<file path="config.mk">
export PLATFORM = sky130hd
export DESIGN_NAME = lpc_firmware_read_target
export DESIGN_NICKNAME = d
export VERILOG_FILES = /design/src/lpc_pkg.sv /design/src/parallel_address_latch.sv /design/src/lpc_firmware_read_target.sv
export SDC_FILE = /design/constraint.sdc
export NUM_CORES = 1
export LEC_CHECK = 0
export BUFFER_PORTS_ARGS = -buffer_cell sky130_fd_sc_hd__clkbuf_2
export CAP_MARGIN = 15
export CORE_MARGIN = 2
export CORE_UTILIZATION = 57
export DETAILED_ROUTE_END_ITERATION = 8
export PLACE_DENSITY = 0.79
export SLEW_MARGIN = 15
export SYNTH_ARGS = -nofsm -noshare
export SYNTH_HDL_FRONTEND = slang
export SYNTH_SLANG_ARGS = --single-unit
</file>
<file path="constraint.sdc">
create_clock -name clock -period 2.2 [get_ports clock]
set_input_delay 0.22 -clock clock [delete_from_list [all_inputs] [get_ports clock]]
set_output_delay 0.22 -clock clock [all_outputs]
set_load 0.05 [all_outputs]
</file>
<file path="src/lpc_pkg.sv">
// Shared constants and types for the firmware read target.
package lpc_pkg;

  // ==========================================================================
  // Cycle codes
  localparam logic [3:0] START_LPC_MEMORY  = 4'h0;
  localparam logic [3:0] START_FW_READ     = 4'hd;
  localparam logic [3:0] START_FW_WRITE    = 4'he;
  localparam logic [3:0] SIZE_SINGLE_BYTE  = 4'h0;
  localparam logic [3:0] READY_SYNC_CODE   = 4'h0;
  localparam logic [3:0] TURNAROUND_CODE   = 4'hf;

  // ==========================================================================
  // Identification
  localparam logic [18:0] ID_MAKER_OFFSET  = 19'h0_0000;
  localparam logic [18:0] ID_PART_OFFSET   = 19'h0_0001;
  localparam logic [27:0] ID_LPC_BASE      = 28'hfbc_0000;
  localparam int          ID_STRAP_SHIFT   = 22;
  localparam int          ADDRESS_NIBBLES  = 7;
  localparam logic [2:0]  LAST_NIBBLE      = 3'h6;

  // ==========================================================================
  // Parallel address split
  localparam int ROW_BITS    = 11;
  localparam int COLUMN_BITS = 8;

  // ==========================================================================
  // Types
  typedef enum logic [1:0] {
    CYCLE_NONE,
    CYCLE_LPC_MEMORY,
    CYCLE_FW_READ,
    CYCLE_FW_WRITE
  } cycle_kind_t;

  typedef struct packed {
    logic [3:0] out;
    logic       enable;
  } lad_drive_t;

  typedef struct packed {
    logic        request;
    logic [18:0] address;
  } array_read_t;

endpackage

</file>
<file path="src/parallel_address_latch.sv">
// Row and column address latch for parallel programming mode.
`timescale 1ns/1ps
module parallel_address_latch
  import lpc_pkg::*;
(
  input  wire logic                   clock,
  input  wire logic                   rst,
  input  wire logic [ROW_BITS-1:0]    address_pins,
  input  wire logic                   row_column_select,
  output logic      [18:0]            internal_address
);

  logic [ROW_BITS-1:0]    pins_meta;
  logic [ROW_BITS-1:0]    pins_sync;
  logic                   select_meta;
  logic                   select_sync;
  logic [ROW_BITS-1:0]    row;
  logic [COLUMN_BITS-1:0] column;
  logic [ROW_BITS-1:0]    next_row;
  logic [COLUMN_BITS-1:0] next_column;

  // ==========================================================================
  // Latching
  // multiplexed row column
  always_comb begin
    next_row    = row;
    next_column = column;
    if (select_sync) begin
      next_row = pins_sync;
    end else begin
      next_column = pins_sync[COLUMN_BITS-1:0];
    end
  end

  // Pins and select share one two-flop path, so a row never pairs with a stale select.
  always_ff @(posedge clock) begin
    if (rst) begin
      pins_meta   <= '0;
      pins_sync   <= '0;
      select_meta <= 1'b0;
      select_sync <= 1'b0;
      row         <= '0;
      column      <= '0;
    end else begin
      pins_meta   <= address_pins;
      pins_sync   <= pins_meta;
      select_meta <= row_column_select;
      select_sync <= select_meta;
      row         <= next_row;
      column      <= next_column;
    end
  end

  assign internal_address = {column, row};

endmodule

</file>
<file path="src/lpc_firmware_read_target.sv">
// Firmware memory read target on the low pin count link, with identification.
`timescale 1ns/1ps
module lpc_firmware_read_target
  import lpc_pkg::*;
#(
  parameter logic [7:0] MAKER_CODE = 8'h5a,
  parameter logic [7:0] PART_CODE  = 8'ha5
)(
  input  wire logic                clock,
  input  wire logic                rst,
  input  wire logic                link_clock,
  input  wire logic                frame_n,
  input  wire logic [3:0]          lad_in,
  output logic      [3:0]          lad_out,
  output logic                     lad_oe,
  input  wire logic                reset_n,
  input  wire logic                init_n,
  input  wire logic                mode_pin,
  input  wire logic [3:0]          strap_select_pins,
  input  wire logic [ROW_BITS-1:0] parallel_address,
  input  wire logic                row_column_select,
  input  wire logic                program_busy,
  input  wire logic [7:0]          array_data,
  output logic      [18:0]         array_address,
  output logic                     array_read,
  output logic                     identification_mode_seen,
  output logic [7:0]               parallel_data_lines,
  output logic                     standby,
  output logic                     parallel_programming,
  output logic [1:0]               cycle_kind
);

  typedef enum {
    IDLE, START, ADDRESS, SIZE, TURN_FIRST, TURN_SECOND, SYNC, DATA_LOW, DATA_HIGH, TURN_BACK, IGNORE
  } state_t;

  // ==========================================================================
  // Pin synchronisers
  logic [1:0] link_sync, frame_sync, reset_sync, init_sync, mode_sync;
  logic [3:0] lad_meta, lad_sync, strap_meta, strap_sync;
  logic       link_prev;

  always_ff @(posedge clock) begin
    if (rst) begin
      link_sync  <= 2'h3;
      frame_sync <= 2'h3;
      reset_sync <= '0;
      init_sync  <= '0;
      mode_sync  <= '0;
      lad_meta   <= 4'hf;
      lad_sync   <= 4'hf;
      strap_meta <= '0;
      strap_sync <= '0;
      link_prev  <= 1'b1;
    end else begin
      link_sync  <= {link_sync[0], link_clock};
      frame_sync <= {frame_sync[0], frame_n};
      reset_sync <= {reset_sync[0], reset_n};
      init_sync  <= {init_sync[0], init_n};
      mode_sync  <= {mode_sync[0], mode_pin};
      lad_meta   <= lad_in;
      lad_sync   <= lad_meta;
      strap_meta <= strap_select_pins;
      strap_sync <= strap_meta;
      link_prev  <= link_sync[1];
    end
  end

  logic link_rise;
  assign link_rise = link_sync[1] & ~link_prev;

  logic pin_reset;
  assign pin_reset = ~reset_sync[1] | ~init_sync[1];

  logic lpc_mode;
  assign lpc_mode = ~mode_sync[1];

  // ==========================================================================
  // Parallel address path
  logic [18:0] pp_address;

  parallel_address_latch u_latch (
    .clock             (clock),
    .rst               (rst),
    .address_pins      (parallel_address),
    .row_column_select (row_column_select),
    .internal_address  (pp_address)
  );

  // ==========================================================================
  // Link state machine
  state_t      state, next_state;
  logic [3:0]  start_code, next_start_code;
  logic [2:0]  nibble, next_nibble;
  logic [27:0] address, next_address;
  logic [7:0]  read_byte, next_read_byte;
  lad_drive_t  drive, next_drive;
  logic [1:0]  kind, next_kind;

  logic [27:0] id_base;
  assign id_base = ID_LPC_BASE - (28'(strap_sync) << ID_STRAP_SHIFT);

  logic id_hit;
  assign id_hit = (address[27:1] == id_base[27:1]);

  always_comb begin
    next_state      = state;
    next_start_code = start_code;
    next_nibble     = nibble;
    next_address    = address;
    next_read_byte  = read_byte;
    next_drive      = drive;
    next_kind       = kind;
    if (link_rise) begin
      // start taken at last low clock
      if (!frame_sync[1]) begin
        next_state      = START;
        next_start_code = lad_sync;
        next_drive      = '0;
      end else begin
        unique case (state)
          IDLE: begin
            next_drive = '0;
          end
          START: begin
            unique case (start_code)
              START_LPC_MEMORY: next_kind = CYCLE_LPC_MEMORY;
              START_FW_READ:    next_kind = CYCLE_FW_READ;
              START_FW_WRITE:   next_kind = CYCLE_FW_WRITE;
              default:          next_kind = CYCLE_NONE;
            endcase
            if (start_code == START_FW_READ && lad_sync == strap_sync) begin
              next_state  = ADDRESS;
              next_nibble = '0;
            end else begin
              next_state = IGNORE;
            end
          end
          ADDRESS: begin
            next_address = {address[23:0], lad_sync};
            next_nibble  = nibble + 3'h1;
            if (nibble == LAST_NIBBLE) begin
              next_state = SIZE;
            end
          end
          SIZE: begin
            next_state = (lad_sync == SIZE_SINGLE_BYTE) ? TURN_FIRST : IGNORE;
          end
          TURN_FIRST: begin
            next_state      = TURN_SECOND;
            next_drive.out    = TURNAROUND_CODE;
            next_drive.enable = 1'b1;
            if (id_hit && address[0] == ID_PART_OFFSET[0]) begin
              next_read_byte = PART_CODE;
            end else if (id_hit) begin
              next_read_byte = MAKER_CODE;
            end else begin
              next_read_byte = array_data;
            end
          end
          TURN_SECOND: begin
            next_state     = SYNC;
            next_drive.out = READY_SYNC_CODE;
          end
          SYNC: begin
            next_state     = DATA_LOW;
            next_drive.out = read_byte[3:0];
          end
          DATA_LOW: begin
            next_state     = DATA_HIGH;
            next_drive.out = read_byte[7:4];
          end
          DATA_HIGH: begin
            next_state     = TURN_BACK;
            next_drive.out = TURNAROUND_CODE;
          end
          TURN_BACK: begin
            next_state = IDLE;
            next_drive = '0;
          end
          IGNORE: begin
            next_drive = '0;
          end
        endcase
      end
    end
    if (pin_reset || !lpc_mode) begin
      next_state = IDLE;
      next_drive = '0;
    end
  end

  // Array data is sampled two link clocks after the address settles.
  always_ff @(posedge clock) begin
    if (rst) begin
      state      <= IDLE;
      start_code <= 4'hf;
      nibble     <= '0;
      address    <= '0;
      read_byte  <= '0;
      drive      <= '0;
      kind       <= CYCLE_NONE;
    end else begin
      state      <= next_state;
      start_code <= next_start_code;
      nibble     <= next_nibble;
      address    <= next_address;
      read_byte  <= next_read_byte;
      drive      <= next_drive;
      kind       <= next_kind;
    end
  end

  // ==========================================================================
  // Outputs
  always_ff @(posedge clock) begin
    if (rst) begin
      lad_out                  <= 4'hf;
      lad_oe                   <= 1'b0;
      array_address            <= '0;
      array_read               <= 1'b0;
      identification_mode_seen <= 1'b0;
      parallel_data_lines      <= '0;
      standby                  <= 1'b1;
      parallel_programming     <= 1'b0;
      cycle_kind               <= CYCLE_NONE;
    end else begin
      lad_out                  <= next_drive.out;
      lad_oe                   <= next_drive.enable & ~pin_reset;
      array_address            <= lpc_mode ? address[18:0] : pp_address;
      array_read               <= (state == TURN_FIRST) | ~lpc_mode;
      identification_mode_seen <= lpc_mode ? id_hit : (pp_address[18:1] == ID_MAKER_OFFSET[18:1]);
      parallel_data_lines      <= (pp_address == ID_PART_OFFSET) ? PART_CODE :
                                  (pp_address == ID_MAKER_OFFSET) ? MAKER_CODE : array_data;
      standby                  <= frame_sync[1] & ~program_busy & (state == IDLE || state == IGNORE);
      parallel_programming     <= ~lpc_mode;
      cycle_kind               <= next_kind;
    end
  end

endmodule

</file>
# --- After elaboration in Yosys (flattened, before gate mapping) ---
# Index checks and enable logic that the tools add are counted.
totals:
  out_inout_bits: 38
  reg_bits: 188
  word_cells: 109
classes:
  n_eq_ne: 21
  mux: 19
  bitwise: 12
  add_sub_neg: 2
  reduce_logical: 22
ops:
  columns: ["cell", "count"]
  rows:
  - ["32-bit one-hot mux with 9 select lines", 1]
  - ["32-bit by 3-bit == test with 1-bit output, second input constant", 4]
  - ["32-bit by 4-bit == test with 1-bit output, second input constant", 4]
  - ["32-bit by 2-bit == test with 1-bit output, second input constant", 2]
  - ["32-bit logical NOT", 2]
  - ["32-bit two-way mux", 2]
  - ["32-bit by 1-bit == test with 1-bit output, second input constant", 1]
  - ["32-bit by 5-bit == test with 1-bit output, second input constant", 1]
  - ["8-bit two-way mux", 4]
  - ["24-bit by 27-bit subtractor with 28-bit output, first input constant", 1]
  - ["27-bit == test", 1]
  - ["19-bit by 1-bit == test with 1-bit output, second input constant", 1]
  - ["19-bit logical NOT", 1]
  - ["19-bit two-way mux", 1]
  - ["18-bit logical NOT", 1]
  - ["4-bit one-hot mux with 4 select lines", 1]
  - ["5-bit two-way mux", 3]
  - ["3-bit AND reduction", 4]
  - ["10-bit by 1-bit inequality test with 1-bit output, second input constant", 1]
  - ["4-bit == test, second input constant", 2]
  - ["4-bit logical NOT", 2]
  - ["4-bit two-way mux", 2]
  - ["1-bit NOT", 6]
  - ["2-bit one-hot mux with 3 select lines", 1]
  - ["other kinds (19)", 27]

# --- Depth between registers and ports, before layout ---
# Gate-level depths: netlist (run 1).
logic_depth:
  word_depth: 7
  depth_mapped: 7
  depth_no_buf: 7

# --- Hierarchy ---
# A second synthesis (run 1) with hierarchy kept.
unflattened:
  cells_unflattened: 615
  area_unflattened_um2: 5865.6
by_module_without_submodules:
  columns: ["module", "cells_each", "instances", "area_per_inst_um2"]
  rows:
  - ["lpc_firmware_read_target", 504, 1, 4543.1]
  - ["parallel_address_latch", 111, 1, 1322.5]

# --- Worst setup path before layout (run 1) ---
# OpenSTA, ideal clock, no wires.
synth_path:
  path_type: "flip-flop to flip-flop"
  from: "register strap_sync[0]"
  to: "register read_byte[6]"
  n_path_buf: 1
  path_stages_with_launch: 8
  t_arrival_ps: 1927
  synth_period_minus_slack_ps: 2015
  setup_ps: 88
  required_ps: 2112
  setup_slack_ps: 185
  cell_sequence: "dfxtp_1 > ha_1 > and3b_1 > o221ai_1 > a2111o_1 > buf_6 > or2_4 > a311oi_2"
synth_via:
  elab_chain_cells: 4
  elab_cells_between_ends: 5
synth_lines:
  columns: ["element", "line_no", "source"]
  rows:
  - ["from (decl)", "lpc_firmware_read_target.sv:40", "logic [3:0] lad_meta, lad_sync, strap_meta, strap_sync;"]
  - ["from (signal assigned)", "lpc_firmware_read_target.sv:64", "strap_sync <= strap_meta;"]
  - ["24-bit by 27-bit subtractor with 28-bit output *", "lpc_firmware_read_target.sv:101", "assign id_base = ID_LPC_BASE - (28'(strap_sync) << ID_STRAP_SHIFT);"]
  - ["27-bit == test *", "lpc_firmware_read_target.sv:104", "assign id_hit = (address[27:1] == id_base[27:1]);"]
  - ["8-bit two-way mux or 1-bit logical AND (tied branches)", "lpc_firmware_read_target.sv:155, lpc_firmware_read_target.sv:153", null]
  - ["8-bit two-way mux *", "lpc_firmware_read_target.sv:153", "if (id_hit && address[0] == ID_PART_OFFSET[0]) begin"]
  - ["to (signal assigned)", "lpc_firmware_read_target.sv:208", "read_byte <= next_read_byte;"]
  - ["to (decl)", "lpc_firmware_read_target.sv:96", "logic [7:0] read_byte, next_read_byte;"]
# Mark *: on every way between the ends. The rest lies on a longest branch, timed or not.
# A chain may end at the register's enable or synchronous reset.

# --- Worst setup path in the final report (run 1) ---
layout_path:
  from: "register strap_sync[1]"
  to: "register read_byte[7]"
# The elaborated chain is that of the path after synthesis.

==> results of run 1 <==
## metal layers
metal / GRT usage / routed length, um / share of wire
met1: 0.300 / 5240 / 0.44
met2: 0.373 / 5850 / 0.49
met3: 0.0593 / 748 / 0.062
met4: 0.0924 / 187 / 0.016
met5: 0 / 0 / 0
## metrics by stage
stage                     hold slack [ns]  area (um2)  power, mW   util  setup WS (ns)
after floorplan                     0.324        5840       3.29      -          0.185
after global placement              0.392        6320       3.38  0.641          0.246
after detailed placement            0.395        6320       3.39  0.641          0.133
after CTS                          0.0878        7220       6.07  0.732          0.105
after global routing                0.109        7230       6.26  0.733       -0.00569
final                               0.117        7230       6.04  0.733          0.138
## worst reg2reg max path, delay by kind of cell, from the launching register on
| family | cells | cell delay, ns |
|---|---|---|
| flops | 1 | 0.39 |
| buf+inv | 1 | 0.19 |
| compound gates | 3 | 0.86 |
| mux | 1 | 0.13 |
| simple gates | 1 | 0.16 |
| fa+ha+maj | 1 | 0.23 |
## placed cells by master (no fill, tap or decap), types with 3 or more instances in the layout
cell           count
or2_2             13
nor2_1            62
nand2_1           82
nor4b_1            3
xnor2_1            7
nor2b_1           40
clkinvlp_4         3
o21ai_0           12
nand3_1           10
nor3_1             7
nand2b_1           6
clkbuf_2          72
and3_1             6
a211oi_1           5
nor4_1             6
dfxtp_1          159
dlygate4sd3_1     35
mux2i_1           43
o21ai_1            3
a21oi_1           53
a22oi_1            4
or4_1              3
o2bb2ai_1          4
inv_8              3
buf_4             13
nand4_1            5
inv_1              7
inv_6              5
xor2_1             8
a311oi_2           4
clkbuf_16         16
## path summary, 6_finish.rpt
kind                                             endpoint                startpoint  slack (ns)
worst max-delay path            read_byte[7]$_SDFFE_PP0P_  strap_sync[1]$_SDFF_PP0_        0.14
worst min-delay path                   standby$_SDFF_PP1_                       rst        0.12
worst max register to register  read_byte[7]$_SDFFE_PP0P_  strap_sync[1]$_SDFF_PP0_        0.14
worst min register to register     lad_sync[3]$_SDFF_PP1_    lad_meta[3]$_SDFF_PP1_        0.41
## cells in the mapped netlist, types with 4 or more instances
library cell  count
dfxtp_1         160
nand2_1          82
nor2_1           62
a21oi_1          53
mux2i_1          43
nor2b_1          40
clkbuf_1         32
or2_2            13
o21ai_0          12
nand3_1          10
xor2_1            8
inv_1             7
nor3_1            7
xnor2_1           7
and3_1            6
nand2b_1          6
nor4_1            6
a211oi_1          5
nand4_1           5
a22oi_1           4
a311oi_2          4
o2bb2ai_1         4
## power breakdown
| group | leakage, nW | internal [mW] | switching [mW] |
|---|---|---|---|
| Combinational | 1.26 | 0.153 | 0.221 |
| Clock | 0.265 | 1.45 | 1.21 |
| Sequential | 1.31 | 2.97 | 0.0325 |
| Total | 2.83 | 4.58 | 1.46 |
## flip-flops by register name (all words and copies together) (netlist names), 5 cells and up
name                 flops
address                 28
array_address           19
u_latch.pins_meta       11
u_latch.pins_sync       11
u_latch.row             11
parallel_data_lines      8
read_byte                8
u_latch.column           8
drive                    5
## area by class of cell
type                            count  area share
Timing Repair Buffer              121       0.115
Tap cell                          133      0.0230
Inverter                            8     0.00415
Sequential cell                   160       0.443
Clock inverter                     14      0.0164
Multi-Input combinational cell    412       0.339
Clock buffer                       18      0.0592
## cell families after synthesis
kind of cell / synth area share
xor+xnor: 0.0225
compound gates: 0.101
mux: 0.0757
fa+ha+maj: 0.00643
flops: 0.549
buf+inv: 0.0315
simple gates: 0.215
## what timing repair did
action	4_1_cts	5_1_grt
hold endpoints to repair	38	0
resized for setup	0	2
hold buffers	35	0
setup buffers	0	1
endpoints found under the setup margin	0	3
==> impl_results.md, run 1 <==
* GPL Wtd Cong at 0.881
* Max Slew Vio Count at 0
* FF-to-FF path depth at 7
* Hold crit path type: input port to flip-flop
* Slew HR at 0.464
* Fmax achieved at 485 MHz
* Slowest Stage Delay on Critical Path at 0.47 ns
* Core box area at 0.00986 mm2
* Synth top area cells: dfxtp_1 (55%), mux2i_1 (7.4%), nand2_1 (5.3%)
* Die W at 105 um
* Number of synthesized flops with an enable pin at 0
* Worst path cell trace: ha_2 > and3b_1 > o221ai_1 > a2111o_1 > buf_4 > mux2i_1 > a211oi_1
* Placed Cells at 798
* Post-DRT Antenna Nets at 0
* Net Count, Synth at 657
* Count of boundary I/O pins at 74
* GRT Resource Usage Total at 0.233
* Pwr Density at 835 mW/mm2
* Fraction of layout cells with a size suffix above 1 at 0.196
* Inserted Clock Buffers at 17
* Total negative slack at 0 ns
* Vias/cell at 5.33
* Clock-pin slew on the worst setup and hold paths at 0.06 ns
* Crit path kind: flip-flop to flip-flop
* Critical path depth in cells at 7
* H-tree depth at 4
* Worst Path Required at 2.63 ns
* Ys async rst share at 0
* DIE AREA at 0.0111 mm2
* Yosys Warn Count at 0
* Worst skew pair latency at 0.53 ns
* Max-cap violations at 0
* Layout area overhead at 23.8%
* Most used DFF post-synth: dfxtp_1
* Total congestion overflow at 0
* Worst path slowest cell: a2111o_1
* Largest net degree at the start of global routing at 84
* Dpl hpwl at 8080 um
* Yosys reg bits at 160
* Netlist cell types at 50
* CP Buf/Inv Count at 1
* Initial antenna violation count at 0
* WL/cell at 13.9 um
* Syn Inst Count at 618
* P_leak at 2.83 nW
* Row count at 36
* Via count at 4620
* Initial DRC Count at 321
* Clk buf depth at 2
* First-pass GRT wire length at 20500 um
* CTS sink count at 160
* Top delay family on crit path: compound AO/OA/AOI/OAI gates
* CP startpoint kind: flip-flop
* Total Wirelength at 12000 um
* Endpoints failing hold at 0
* Register area at 0.00320 mm2
* Post-route clock period utilization at 0.937
* CTS tree: yes
* Post-Syn Area per Cell at 9.44 um2
* Post-synth top area share at 0.549
* DRC at 0
* Worst Tran Pin Value at 0.803 ns
* Final cell count without fillers at 866
* Clock Tree Root: clkbuf_8
* NumNets Final at 759
* Area occupied by multi-input gates at 0.00245 mm2
* Sequential area share after synthesis at 0.549
* Fin crit period at 2.06 ns
* PortBufs at 73
* Area leader, netlist: dfxtp_1
* Final setup fails at 0
* Worst Path Max Fanout at 8
* Synthesized cell area at 0.00584 mm2
* Arrival time at the worst endpoint at 2.49 ns
* Worst hold path depth at 3
* FILL cells at 691
* Vias in the first global route at 4307
* ANT cells at 0
* Initial core utilization at 0.592
* Status: completed
* Pre-antenna DRT Iters at 8
* Die Y at 105 um
* Clock skew at 0.00954 ns
* Peak VDD IR at 0.530 mV
* Worst Setup End Kind: flip-flop
No activity file was read; power rests on OpenSTA's default activity.
==> run 2: changes to the inputs <==
- PLACE_DENSITY: 0.79 -> 0.77
==> run 2 against run 1 <==
  * Maximum frequency up 0.75%
  * Utilization up 0.52 points
  * Setup slack better by 0.015 ns
  * Global-route usage down 0.067 points
  * Non-clock buffer count down 2
  * Flip-flop and latch count unchanged
  * Design area up 0.71%
  * Total power up 6.0%
  * Via count down 0.35%
  * First-iteration DRC count down 34%
  * Sequential share of layout area down 0.31 points
  * Sequential power about the same
  * Largest power group is now clock
==> impl_results.md, run 2 (synthesis results as in run 1) <==
* Inserted Clock Buffers at 17
* Internal cell power at 5.00 mW
* Worst Setup End Kind: flip-flop
* Commonest non-fill, non-tap cells in the layout: dfxtp_1 (159), nand2_1 (82), clkbuf_2 (72), nor2_1 (62), a21oi_1 (53)
* H-tree depth at 4
* First-pass GRT wire length at 20300 um
* Top reg by flops: address
* Clock Tree Root: clkbuf_8
* Net Sw Power at 1.39 mW
* Switching Fraction at 0.218
* Fraction of layout cells with a size suffix above 1 at 0.193
* Worst Path Max Fanout at 4
* Fin crit period at 2.05 ns
* M2 GR Usage at 0.373
* Total congestion overflow at 0
* FF-to-FF path depth at 6
* Place WS at 0.132 ns
* Total negative slack at 0 ns
* Hold_sp: rst
* Largest regs: address (28), array_address (19)
* Row count at 36
* GRT Resource Usage Total at 0.232
* Vias in the first global route at 4244
* Worst Hold End: standby$_SDFF_PP1_
* Crit path kind: flip-flop to flip-flop
* Clock skew at 0.00544 ns
* Initial antenna violation count at 0
* Post-DRT Antenna Nets at 0
* Worst Tran Pin Value at 0.830 ns
* Endpoints failing hold at 0
* Max-cap violations at 0
* Pre-antenna DRT Iters at 5
* CTS tree: yes
* Cell area after layout at 0.00728 mm2
* P_leak at 2.85 nW
* Worst hold path depth at 3
* WHS at 0.119 ns
* Total Wirelength at 12300 um
* Worst Path Required at 2.64 ns
* Met1 Track Usage GR at 0.293
* Combinational share of power at 0.058
* Slew HR at 0.447
* PortBufs at 73
* Clock-pin slew on the worst setup and hold paths at 0.06 ns
* Initial core utilization at 0.592
* Count of boundary I/O pins at 74
* Layout area overhead at 24.7%
* Worst reg2reg path endpoint: read_byte[6]$_SDFFE_PP0P_
* Final worst slack at 0.153 ns
* CTS sink count at 160
* Dpl hpwl at 8100 um
* Core box area at 0.00986 mm2
* Unrepaired setup endpoints after global routing: no
* FF-to-FF Start: strap_sync[1]$_SDFF_PP0_
* Worst skew pair latency at 0.53 ns
* CP startpoint kind: flip-flop
* GR Util met3 at 0.0655
* Post-DP Area at 0.00632 mm2
* Via count at 4604
* DRC at 0
* Peak VDD IR at 0.572 mV
* FF-to-FF setup slack at 0.15 ns
* Sequential share of power at 0.470
* Worst path slowest cell: a2111o_1
* ANT cells at 0
* Die W at 105 um
* Worst path cell trace: ha_2 > and3b_1 > o221ai_1 > a2111o_1 > or2_4 > a311oi_2
* GRT busiest layer: met2
* Largest net degree at the start of global routing at 87
* Initial DRC Count at 211
* Final cell count without fillers at 864
* Hold crit path type: input port to flip-flop
* Status: completed
* Clock Power Share at 0.472
* Placed Cells at 798
* Arrival time at the worst endpoint at 2.48 ns
* GPL Wtd Cong at 0.879
* Slowest Stage Delay on Critical Path at 0.47 ns
* Pwr Density at 879 mW/mm2
* Die Y at 105 um
* Final setup fails at 0
* Vias/cell at 5.33
* Fmax achieved at 488 MHz
* Post-route clock period utilization at 0.931
* DIE AREA at 0.0111 mm2
* WL/cell at 14.2 um
* Clk buf depth at 2
* NumNets Final at 757
* Max FFs per register at 28
* Max Slew Vio Count at 0
* Most common cell after layout, fill and taps aside: dfxtp_1
==> run 2: power groups by stage <==
stage                     clock (mW)  combinational, mW  sequential [mW]
after global routing            3.19              0.402             3.01
after detailed placement           0              0.323             3.07
after global placement             0              0.316             3.06
after floorplan                    0              0.154             3.14
final                           3.02              0.373             3.00
after CTS                       3.06              0.372             3.00
==> run 2: what timing repair did <==
| item | 4_1_cts | 5_1_grt |
|---|---|---|
| buffers inserted | 0 | 0 |
| hold endpoints to repair | 38 | 0 |
| hold buffers | 34 | 0 |
| endpoints found under the setup margin | 0 | 3 |
| resized for setup | 0 | 2 |
==> run 2: area by class of cell <==
class,instances,area [um2]
Clock buffer,20,435
Clock inverter,12,180
Fill cell,715,2580
Inverter,8,30.0
Multi-Input combinational cell,412,2450
Sequential cell,160,3200
Tap cell,133,166
Timing Repair Buffer,119,811
==> run 2: worst max path at each step <==
| stage | start | end | slack, ns |
|---|---|---|---|
| global route | strap_sync[1]$_SDFF_PP0_ | read_byte[0]$_SDFFE_PP0P_ | 0.00007 |
| global placement | strap_sync[0]$_SDFF_PP0_ | read_byte[6]$_SDFFE_PP0P_ | 0.24 |
| detailed placement | strap_sync[0]$_SDFF_PP0_ | read_byte[0]$_SDFFE_PP0P_ | 0.13 |
| CTS | strap_sync[0]$_SDFF_PP0_ | read_byte[0]$_SDFFE_PP0P_ | 0.11 |
| finish | strap_sync[1]$_SDFF_PP0_ | read_byte[6]$_SDFFE_PP0P_ | 0.15 |
| floorplan | strap_sync[0]$_SDFF_PP0_ | read_byte[6]$_SDFFE_PP0P_ | 0.19 |
==> run 2: worst max-delay path: cells and delay by family (launching register included) <==
family	cells	cell delay [ns]
DFF	1	0.39
adders and majority gates	1	0.23
and+or+nand+nor	2	0.44
AOI/OAI and AO/OA	3	0.89
==> run 2: per-stage QoR <==
step / total power, mW / util
after floorplan: 3.29 / -
after global placement: 3.38 / 0.641
after detailed placement: 3.39 / 0.641
after CTS: 6.43 / 0.738
after global routing: 6.60 / 0.738
final: 6.40 / 0.738
==> run 2: routing by layer <==
metal  routed length [um]  vias up
met1                 5380     2129
li1                     -     2281
met5                    0        -
met4                  208        0
met3                  799       25
met2                 5910      169
